### src/include/bts_pkg.sv
// Constants, types and register map for the bus transfer scheme logic.
// Assumes a 50 MHz clock and APB access with 32-bit aligned registers.
// Summary of operation
// - Idle incomer energizes outputs 1 and 4, releases 5-7, shows not ready.
// - Idle bus-tie controller keeps outputs 4 through 7 released.
// - Bus-tie breaker connected energizes bus-tie outputs 4 and 6.
// - Bus-tie connected lost releases 4 and 6; incomers show not ready.
// - Incomer closes on remote close only once healthy line voltage appears.
// - Incomer breaker disconnected releases 5 and 7; both incomers not ready.
// - Remote-open pulse trips incomer, releases 5 and 7, shows not ready.
// - Remote-close pulse closes incomer, energizes 5 and 7, clears not ready.
// - Remote-close pulse closes bus tie, energizes 5 and 7; incomers not ready.
// - Remote-open pulse trips bus tie, releases 5 and 7; not ready clears.
// - Block transfer releases incomer outputs 5 and 7 and shows not ready.
// - First undervoltage energizes output 4; peer incomer shows not ready.
// - Undervoltage reset releases 4; peer clears not ready after delay.
// - Timed undervoltage timeout trips the incomer breaker.
// - Transformer lockout trips incomer and energizes output 6 close request.
// - Output 6 close request drops as soon as the breaker has tripped.
// - Request from incomer 1 closes bus tie only when bus is dead.
// - Request from incomer 2 closes bus tie only when line is dead.
package bts_pkg;

  // Contact and element input positions within the synchronised vector
  localparam int IN_CONN = 0;
  localparam int IN_RCLOSE = 1;
  localparam int IN_ROPEN = 2;
  localparam int IN_BLOCK = 3;
  localparam int IN_LOCKOUT = 4;
  localparam int IN_CLOSED = 5;
  localparam int IN_UVFAST = 6;
  localparam int IN_UVTIMED = 7;
  localparam int IN_LINELIVE = 8;
  localparam int IN_BUSDEAD = 9;
  localparam int IN_LINEDEAD = 10;
  localparam int IN_REQ1 = 11;
  localparam int IN_REQ2 = 12;
  localparam int IN_PEERRDY = 13;
  localparam int IN_PEERUV = 14;
  localparam int IN_TIECONN = 15;
  localparam int IN_TIECLOSED = 16;
  localparam int NIN = 17;

  // Output relay positions; relay number k sits at bit k-1
  localparam int RLY_TRIP = 0;
  localparam int RLY_CLOSE = 1;
  localparam int RLY_NRDY = 2;
  localparam int RLY_UV = 3;
  localparam int RLY_RDY_A = 4;
  localparam int RLY_REQ = 5;
  localparam int RLY_RDY_B = 6;
  localparam int NRLY = 7;

  // Register byte offsets
  localparam logic [11:0] OFS_CTRL = 12'h000;
  localparam logic [11:0] OFS_DELAY = 12'h004;
  localparam logic [11:0] OFS_STATUS = 12'h008;
  localparam logic [11:0] OFS_INPUTS = 12'h00C;

  // Control fields and reset values
  localparam int CTRL_ROLE_LSB = 0;
  localparam int CTRL_EN_BIT = 2;
  localparam logic [31:0] CTRL_RST = 32'h0000_0004;
  localparam logic [15:0] DELAY_RST = 16'h0064;

  // Status fields
  localparam int ST_NRDY_BIT = 7;
  localparam int ST_BK_LSB = 8;
  localparam int ST_CPEND_BIT = 10;
  localparam int ST_R1PEND_BIT = 11;
  localparam int ST_R2PEND_BIT = 12;
  localparam int ST_DLY_BIT = 13;

  // Timing: the transfer delay setpoint counts whole milliseconds
  localparam int CLK_PERIOD_NS = 20;
  localparam int ONE_MS_NS = 1_000_000;
  localparam int MS_CYCLES_DFLT = ONE_MS_NS / CLK_PERIOD_NS;

  typedef enum logic [1:0] {ROLE_INC1, ROLE_INC2, ROLE_TIE} bts_role_t;
  typedef enum logic [1:0] {BK_IDLE, BK_CLOSING, BK_TRIPPING} bts_bk_t;

endpackage : bts_pkg

### src/rtl/bts_in_sync.sv
// Two-stage synchronisers and rising-edge detect for the contact inputs.
// Assumes every input is asynchronous to clk; outputs are registered.
`timescale 1ns/1ns
`default_nettype none
module bts_in_sync
  import bts_pkg::*;
(
  input wire logic clk,
  input wire logic rstn,
  input wire logic [bts_pkg::NIN-1:0] din,
  output logic [bts_pkg::NIN-1:0] level,
  output logic [bts_pkg::NIN-1:0] rise
);
  import bts_pkg::*;

  typedef struct packed {
    logic [NIN-1:0] s1;
    logic [NIN-1:0] s2;
    logic [NIN-1:0] s3;
    logic [NIN-1:0] rise;
  } bts_sync_t;

  bts_sync_t r;
  bts_sync_t n;

  // First stage feeds only the second; edges are taken after stage two
  always_comb begin
    n = r;
    n.s1 = din;
    n.s2 = r.s1;
    n.s3 = r.s2;
    n.rise = r.s2 & ~r.s3;
  end

  always_ff @(posedge clk) begin
    if (!rstn) begin
      r <= '0;
    end else begin
      r <= n;
    end
  end

  assign level = r.s2;
  assign rise = r.rise;

endmodule : bts_in_sync
`default_nettype wire

### src/rtl/bts_scheme_top.sv
// Scheme logic of one transfer relay: incomer 1, incomer 2 or bus tie.
// Assumes contact and element flags arrive asynchronously on pins and
// that software sets role and transfer delay over APB.
//
// The address map and register access over APB were chosen for this implementation.
`timescale 1ns/1ns
`default_nettype none
module bts_scheme_top
  import bts_pkg::*;
#(
  parameter int MS_CYCLES = bts_pkg::MS_CYCLES_DFLT
) (
  input wire logic clk,
  input wire logic rstn,
  input wire logic psel,
  input wire logic penable,
  input wire logic pwrite,
  input wire logic [11:0] paddr,
  input wire logic [31:0] pwdata,
  output logic [31:0] prdata,
  output logic pready,
  output logic pslverr,
  input wire logic brkConnIn,
  input wire logic remCloseIn,
  input wire logic remOpenIn,
  input wire logic blockXferIn,
  input wire logic lockoutIn,
  input wire logic brkClosedIn,
  input wire logic uvFastIn,
  input wire logic uvTimedIn,
  input wire logic lineLiveIn,
  input wire logic busDeadIn,
  input wire logic lineDeadIn,
  input wire logic reqInc1In,
  input wire logic reqInc2In,
  input wire logic peerReadyIn,
  input wire logic peerUvIn,
  input wire logic tieConnIn,
  input wire logic tieClosedIn,
  output logic [bts_pkg::NRLY-1:0] relayOut,
  output logic notReady
);
  import bts_pkg::*;

  // Everything the block remembers outside the synchroniser sits in one packed struct: the
  // software settings, the bus answer, the breaker sequencer, the
  // pending commands, the delay counters and the relay images.
  // Keeping it in one register makes the reset state easy to audit.
  typedef struct packed {
    logic [1:0] role;
    logic enable;
    logic [15:0] delayMs;
    logic pready;
    logic pslverr;
    logic [31:0] prdata;
    bts_bk_t bk;
    logic closePend;
    logic req1Pend;
    logic req2Pend;
    logic reqOut;
    logic [15:0] dlyCnt;
    logic [15:0] preCnt;
    logic [NRLY-1:0] relay;
    logic notReady;
  } bts_state_t;

  // Last value of the millisecond prescaler; the cast keeps the
  // parameter arithmetic at the counter's own width.
  localparam logic [15:0] MS_LAST = 16'(MS_CYCLES - 1);

  // r is the registered state, n its next value
  bts_state_t r;
  bts_state_t n;
  logic [NIN-1:0] rawIn;
  logic [NIN-1:0] lv;
  logic [NIN-1:0] rs;
  logic isTie;
  logic mapped;
  logic [31:0] rdMux;
  logic tripCond;
  logic closeCond;
  logic ownReady;
  logic uvOut;
  logic dlyRun;

  // Every contact and element flag comes from another domain, so
  // none of them is read before it has passed the synchroniser.
  // Pin inputs gathered into one vector for the synchronisers
  assign rawIn[IN_CONN] = brkConnIn;
  assign rawIn[IN_RCLOSE] = remCloseIn;
  assign rawIn[IN_ROPEN] = remOpenIn;
  assign rawIn[IN_BLOCK] = blockXferIn;
  assign rawIn[IN_LOCKOUT] = lockoutIn;
  assign rawIn[IN_CLOSED] = brkClosedIn;
  assign rawIn[IN_UVFAST] = uvFastIn;
  assign rawIn[IN_UVTIMED] = uvTimedIn;
  assign rawIn[IN_LINELIVE] = lineLiveIn;
  assign rawIn[IN_BUSDEAD] = busDeadIn;
  assign rawIn[IN_LINEDEAD] = lineDeadIn;
  assign rawIn[IN_REQ1] = reqInc1In;
  assign rawIn[IN_REQ2] = reqInc2In;
  assign rawIn[IN_PEERRDY] = peerReadyIn;
  assign rawIn[IN_PEERUV] = peerUvIn;
  assign rawIn[IN_TIECONN] = tieConnIn;
  assign rawIn[IN_TIECLOSED] = tieClosedIn;

  // Levels come out after two flops; rising edges one flop later,
  // so a command edge always trails the level that it belongs to.
  bts_in_sync u_sync (
    .clk(clk),
    .rstn(rstn),
    .din(rawIn),
    .level(lv),
    .rise(rs)
  );

  // Decode is on the full byte address, so a misaligned or unused
  // offset reads as zero and answers with an error.
  // Read data selection and address decode for the APB slave
  always_comb begin
    mapped = 1'b1;
    rdMux = 32'h0000_0000;
    case (paddr)
      OFS_CTRL: begin
        rdMux[CTRL_ROLE_LSB +: 2] = r.role;
        rdMux[CTRL_EN_BIT] = r.enable;
      end
      OFS_DELAY: begin
        rdMux[15:0] = r.delayMs;
      end
      // Status is a snapshot for diagnostics; nothing in it is sticky
      OFS_STATUS: begin
        rdMux[NRLY-1:0] = r.relay;
        rdMux[ST_NRDY_BIT] = r.notReady;
        rdMux[ST_BK_LSB +: 2] = r.bk;
        rdMux[ST_CPEND_BIT] = r.closePend;
        rdMux[ST_R1PEND_BIT] = r.req1Pend;
        rdMux[ST_R2PEND_BIT] = r.req2Pend;
        rdMux[ST_DLY_BIT] = (r.dlyCnt != 16'h0000);
      end
      OFS_INPUTS: begin
        rdMux[NIN-1:0] = lv;
      end
      default: begin
        mapped = 1'b0;
      end
    endcase
  end

  // Next state: bus slave, breaker command sequencing and relay outputs
  always_comb begin
    n = r;
    isTie = (r.role == ROLE_TIE);
    tripCond = 1'b0;
    closeCond = 1'b0;

    // Read data are captured at the setup edge and then held, so a
    // master that samples late still sees the value it asked for.
    // Answer in the first access cycle; writes land at that edge
    n.pready = 1'b0;
    n.pslverr = 1'b0;
    if (psel && !penable) begin
      n.pready = 1'b1;
      n.pslverr = !mapped;
      n.prdata = rdMux;
    end
    // The write lands at the access edge, the only edge at which
    // psel, penable and pready are all high together.
    if (psel && penable && r.pready && pwrite) begin
      if (paddr == OFS_CTRL) begin
        n.role = pwdata[CTRL_ROLE_LSB +: 2];
        n.enable = pwdata[CTRL_EN_BIT];
      end
      if (paddr == OFS_DELAY) begin
        n.delayMs = pwdata[15:0];
      end
    end

    // A close command that cannot be carried out yet is remembered
    // rather than dropped; an open command, a closed breaker, a lost
    // connection or a disabled scheme forgets it.
    // Pending close requests; a new edge wins over a same-cycle clear
    if (lv[IN_CLOSED] || rs[IN_ROPEN] || !lv[IN_CONN] || !r.enable) begin
      n.closePend = 1'b0;
      n.req1Pend = 1'b0;
      n.req2Pend = 1'b0;
    end
    if (rs[IN_RCLOSE]) begin
      n.closePend = 1'b1;
    end
    if (isTie && rs[IN_REQ1]) begin
      n.req1Pend = 1'b1;
    end
    if (isTie && rs[IN_REQ2]) begin
      n.req2Pend = 1'b1;
    end

    // Incomer trips need a closed breaker, so a breaker that is
    // already open starts no new trip sequence; its trip relay is held in by the open-contact term instead. The bus
    // tie honours a remote open whenever the scheme is enabled.
    // Trip and close conditions per role
    if (isTie) begin
      tripCond = rs[IN_ROPEN];
      closeCond = lv[IN_CONN] && !lv[IN_CLOSED] &&
        (r.closePend ||
         (r.req1Pend && lv[IN_BUSDEAD]) ||
         (r.req2Pend && lv[IN_LINEDEAD]));
    end else begin
      tripCond = lv[IN_CLOSED] &&
        (rs[IN_ROPEN] ||
         lv[IN_UVTIMED] ||
         lv[IN_LOCKOUT]);
      closeCond = r.closePend && lv[IN_CONN] && !lv[IN_CLOSED] &&
        lv[IN_LINELIVE] && !lv[IN_UVFAST] &&
        !lv[IN_LOCKOUT];
    end
    // A disabled scheme starts no trip or close sequence at all
    tripCond = tripCond && r.enable;
    closeCond = closeCond && r.enable;

    // Commands are held as levels until the auxiliary contact
    // confirms the move; a breaker that never opens keeps its trip
    // coil energized, since only its contact ends the trip.
    // Breaker sequencer: a trip always overrides a close in progress
    case (r.bk)
      BK_IDLE: begin
        if (tripCond) begin
          n.bk = BK_TRIPPING;
        end else if (closeCond) begin
          n.bk = BK_CLOSING;
        end
      end
      BK_CLOSING: begin
        if (tripCond) begin
          n.bk = BK_TRIPPING;
        end else if (lv[IN_CLOSED] || !lv[IN_CONN] || !r.enable) begin
          n.bk = BK_IDLE;
        end
      end
      BK_TRIPPING: begin
        if (!lv[IN_CLOSED]) begin
          n.bk = BK_IDLE;
        end
      end
      default: begin
        n.bk = BK_IDLE;
      end
    endcase

    // The request is raised only while this breaker is still closed,
    // so the bus tie never sees a request from a breaker already out.
    // Close request to the bus tie, held until the breaker is open
    if (!lv[IN_CLOSED]) begin
      n.reqOut = 1'b0;
    end
    if (!isTie && r.enable && lv[IN_CLOSED] &&
        (lv[IN_LOCKOUT] || lv[IN_UVTIMED])) begin
      n.reqOut = 1'b1;
    end

    // The delay is reloaded for as long as the peer sags, so a sag
    // that flickers restarts the full wait instead of shortening it.
    // A setpoint of zero gives no extra wait at all.
    // Other-source delay: restarts while the peer undervoltage is up
    if (lv[IN_PEERUV]) begin
      n.dlyCnt = r.delayMs;
      n.preCnt = 16'h0000;
    end else if (r.dlyCnt != 16'h0000) begin
      if (r.preCnt >= MS_LAST) begin
        n.preCnt = 16'h0000;
        n.dlyCnt = r.dlyCnt - 16'h0001;
      end else begin
        n.preCnt = r.preCnt + 16'h0001;
      end
    end
    dlyRun = lv[IN_PEERUV] || (r.dlyCnt != 16'h0000);

    // Readiness of this breaker for a transfer
    ownReady = lv[IN_CONN] && lv[IN_CLOSED] &&
      !lv[IN_BLOCK];
    // Without line voltage the sag relay is energized, which is why an
    // idle incomer shows relay 4 picked up.
    uvOut = !lv[IN_LINELIVE] || lv[IN_UVFAST];

    // Relays are computed from the next sequencer state so that the
    // close and trip coils change in the same cycle as the sequencer
    // and can never be energized together.
    // Trip relay stays in while the breaker is open and not closing
    n.relay = '0;
    n.relay[RLY_TRIP] = (n.bk == BK_TRIPPING) ||
      ((n.bk != BK_CLOSING) && !lv[IN_CLOSED]);
    n.relay[RLY_CLOSE] = (n.bk == BK_CLOSING);
    // The bus tie has no transfer-ready indication of its own; its
    // relays 4 to 7 report connection and closed position to the
    // incomers instead.
    if (isTie) begin
      n.notReady = 1'b0;
      n.relay[RLY_UV] = lv[IN_CONN];
      n.relay[RLY_REQ] = lv[IN_CONN];
      n.relay[RLY_RDY_A] = lv[IN_CLOSED] && lv[IN_CONN];
      n.relay[RLY_RDY_B] = lv[IN_CLOSED] && lv[IN_CONN];
    end else begin
      n.notReady = !ownReady || !lv[IN_PEERRDY] ||
        !lv[IN_TIECONN] || lv[IN_TIECLOSED] ||
        dlyRun;
      n.relay[RLY_NRDY] = n.notReady;
      n.relay[RLY_UV] = uvOut;
      n.relay[RLY_RDY_A] = ownReady;
      n.relay[RLY_RDY_B] = ownReady;
      n.relay[RLY_REQ] = n.reqOut;
    end
  end

  // Reset drops every relay; the not-ready flag comes up at once so
  // that no peer takes this incomer as ready during reset.
  // Single state register; synchronous reset to the idle scheme state
  always_ff @(posedge clk) begin
    if (!rstn) begin
      r.role <= CTRL_RST[CTRL_ROLE_LSB +: 2];
      r.enable <= CTRL_RST[CTRL_EN_BIT];
      r.delayMs <= DELAY_RST;
      r.pready <= 1'b0;
      r.pslverr <= 1'b0;
      r.prdata <= 32'h0000_0000;
      r.bk <= BK_IDLE;
      r.closePend <= 1'b0;
      r.req1Pend <= 1'b0;
      r.req2Pend <= 1'b0;
      r.reqOut <= 1'b0;
      r.dlyCnt <= 16'h0000;
      r.preCnt <= 16'h0000;
      r.relay <= '0;
      r.notReady <= 1'b1;
    end else begin
      r <= n;
    end
  end

  // All outputs are taken straight from the state register
  assign prdata = r.prdata;
  assign pready = r.pready;
  assign pslverr = r.pslverr;
  assign relayOut = r.relay;
  assign notReady = r.notReady;

endmodule : bts_scheme_top
`default_nettype wire

### config.mk
export PLATFORM = sky130hd
export DESIGN_NAME = bts_scheme_top
export DESIGN_NICKNAME = d
export VERILOG_FILES = /design/src/include/bts_pkg.sv /design/src/rtl/bts_in_sync.sv /design/src/rtl/bts_scheme_top.sv
export SDC_FILE = /design/constraint.sdc
export NUM_CORES = 1
export LEC_CHECK = 0
export ABC_AREA = 1
export BUFFER_PORTS_ARGS = -buffer_cell sky130_fd_sc_hd__buf_2
export CAP_MARGIN = 20
export CORE_UTILIZATION = 60
export CTS_CLUSTER_DIAMETER = 80
export DETAILED_ROUTE_END_ITERATION = 10
export GPL_ROUTABILITY_DRIVEN = 0
export HOLD_SLACK_MARGIN = 0.06
export PLACE_DENSITY = 0.91
export SKIP_CTS_REPAIR_TIMING = 1
export SLEW_MARGIN = 0
export SYNTH_ARGS = -nofsm -noshare
export SYNTH_HDL_FRONTEND = slang
export SYNTH_SLANG_ARGS = --single-unit
### constraint.sdc
create_clock -name clk -period 2.91 [get_ports clk]
set_input_delay 0.1455 -clock clk [delete_from_list [all_inputs] [get_ports clk]]
set_output_delay 0.1455 -clock clk [all_outputs]
set_load 0.02 [all_outputs]
==> out/metrics.yaml <==
layout_commonest_cell: "nand2_1"
antenna_found_initial: 0
reg2regPathDepth: 9
dieHeight_um: 101
clock.fmax_mhz: 437
drt_iter0_drc: 587
layout_common_cells: "nand2_1, dfxtp_1, inv_1"
synthDistinctLibCells: 37
syn_area_per_cell_um2: 6.78
die_area_um2: 10200
ys_top_cells_by_area: "dfxtp_1, nand2_1, inv_1"
yosysSeqAreaShare_pct: 42.5
fin_area_um2: 7020
hold_viol: 0
gr-total-overflow: 0
required_ps: 3340
die_w_um: 101
cp_data_arrival_time_ps: 2710
layout.nets: 1018
r2r_slack_ps: 620
seqPwrFrac_pct: 39.7
dp.final_hpwl_um: 9180
clk_path_buf_depth: 2
cp_max_fo: 17
rows: 35
port_buffers: 76
vias_per_cell: 5.24
crit_end: "r[32]"
grt_util_all_layers_pct: 29.4
power_density_nw_per_um2: 655
period_share_pct: 78.6
clk_latency_ps: 530
skew_ps: 8.97
swShare_pct: 30.5
multi_input_area_um2: 2550
status: "completed"
ys_ff_latch: 125
regArea_um2: 2500
area.growth.synth_to_final_pct: 19.0
slew_viol_final: 0
routed_wl_um: 15300
rsz0062_at_grt: "false"
numCtsBuffers: 17
path_clk_slew_ps: 60
crit_path_start: "r[24]"
clkSinkCount: 125
power_frac_clock_pct: 46.3
start_kind: "flop"
syn_inst: 869
grt_pass1_vias: 4998
p_int_w: 0.00320
grt_max_degree: 52
worstReg2RegEnd: "r[32]"
synth_warnings: 0
routedWlPerCell_um: 14.1
ant_nets: 0
cts_tree: "yes"
num_vias: 5726
p_comb_share_pct: 14.0
endpoint_kind: "flop"
root_buffer: "clkbuf_8"
worst_pin_slew_ps: 937
vdd_drop_max_mv: 0.370
drc: 0
period_needed_ps: 2290
place_area_um2: 6080
setup_viol: 0
htree_levels: 4
initial_core_util_pct: 62.9
fill_cells: 655
drive_gt1_share_pct: 13.5
yosysTopAreaCellShare_pct: 42.5
hold_path.class: "in2reg"
path_class: "reg2reg"
synth.cell_area_um2: 5890
coreArea_um2: 9370
ios: 108
slew-limit-headroom_pct: 37.2
power_switching_w: 0.00140
static-leakage-power_nw: 3.53
diodes: 0
maxCapViolCount: 0
r2r_start: "r[24]"
drtPass1Iterations: 7
grt_pass1_wl_um: 23100
finalSetupTns_ps: 0
synth_area_leader_cell: "dfxtp_1"
==> logic make-up (layout without fill, tap and decap cells) <==
logic type	Yosys count	after routing	synth area share [%]
other	1	15	0.0636
AOI/OAI and AO/OA	96	96	8.38
buffers and inverters	183	263	15.1
adders and majority gates	2	2	0.424
DFF	125	125	42.5
xor gates and xnor gates	8	8	1.19
and+or+nand+nor	454	454	32.4
==> worst max-delay path, cell delays in order (launching register included) <==
cell and delay [ps]:
dfxtp_1 320, inv_1 70, ha_1 260, nand2_2 140, nor2_2 240, nand3b_2 340, nand2_1 430, o21ai_0 190
nor2_1 120, nor2_1 60
==> power by group through the flow <==
stage	registers (W)	clock network (W)	logic (W)
3_3_place_gp	0.00185	0	0.000567
2_1_floorplan	0.00184	0	0.000488
5_1_grt	0.00183	0.00222	0.000722
4_1_cts	0.00182	0.00213	0.000597
3_5_place_dp	0.00185	0	0.000579
6_report	0.00182	0.00213	0.000644
==> metal layers <==
metal  GRT usage (%)  share of wire, %  wire, um  vias up
met5               0                 0         0        -
met4            13.7               3.0       464        0
met3            6.73               8.0      1230       51
met2            46.9                47      7210      291
met1            38.0                42      6440     2579
li1                -                 -         -     2805
==> cell type report <==
class	instances	area share, %
clock buffers	17	5.90
multi-input cells	575	36.4
clock inverters	15	2.76
flip-flops and latches	125	35.7
inverters	117	6.29
repair buffers	114	10.7
well taps	129	2.30
==> synthesized netlist by cell type <==
| cell type | count |
|---|---|
| xor2_1 | 7 |
| nor2_1 | 103 |
| dfxtp_1 | 125 |
| inv_2 | 1 |
| o22ai_1 | 3 |
| nand3b_1 | 1 |
| buf_2 | 7 |
| o31ai_1 | 1 |
| and2_1 | 2 |
| buf_4 | 40 |
| ha_1 | 2 |
| a21oi_1 | 48 |
| inv_4 | 1 |
| nand3b_2 | 1 |
| a211oi_1 | 1 |
| nand2_1 | 255 |
| nor2_2 | 4 |
| nor3_4 | 1 |
| nand3_1 | 59 |
| and3_1 | 1 |
| inv_1 | 113 |
| xnor2_1 | 1 |
| nor3_2 | 2 |
| nand2_4 | 3 |
| o21ai_0 | 41 |
| nor2_4 | 2 |
| buf_6 | 1 |
| clkbuf_1 | 13 |
| buf_1 | 2 |
| clkinv_1 | 2 |
| nand4_1 | 10 |
| nor3_1 | 8 |
| nand2_2 | 1 |
| o211ai_1 | 2 |
| conb_1 | 1 |
| or2_2 | 1 |
| buf_8 | 3 |
==> metrics by stage <==
step | power, W | setup WS [ps] | hold WS (ps) | utilization [%] | cells
2_1_floorplan | 0.00233 | 1320 | 243 | - | 883
3_3_place_gp | 0.00242 | 789 | 328 | 64.9 | 1027
3_5_place_dp | 0.00243 | 689 | 331 | 64.9 | 1027
4_1_cts | 0.00455 | 641 | -213 | 71.3 | 1059
5_1_grt | 0.00477 | 461 | 118 | 74.9 | 1092
6_report | 0.00460 | 622 | 82.4 | 74.9 | 1092
==> flip-flops by register name, summed over array words and instances, names as in the netlist <==
register and cells:
r 57, prdata 17, u_sync.level 17, u_sync.n 17, relayOut 6, u_sync.r 4
u_sync.rise 4, notReady 1, pready 1, pslverr 1
==> worst min path at each step <==
stage                              end  slack [ps]  startpoint  cells after the start
after floorplan           u_sync.n[34]         240   brkConnIn                      2
after global placement    u_sync.n[42]         330  lineLiveIn                      3
after detailed placement  u_sync.n[41]         330   uvTimedIn                      3
after CTS                 u_sync.n[41]        -210   uvTimedIn                      3
after global routing          notReady         120        rstn                      2
final                         notReady          80        rstn                      2
No activity file was read; power rests on OpenSTA's default activity.
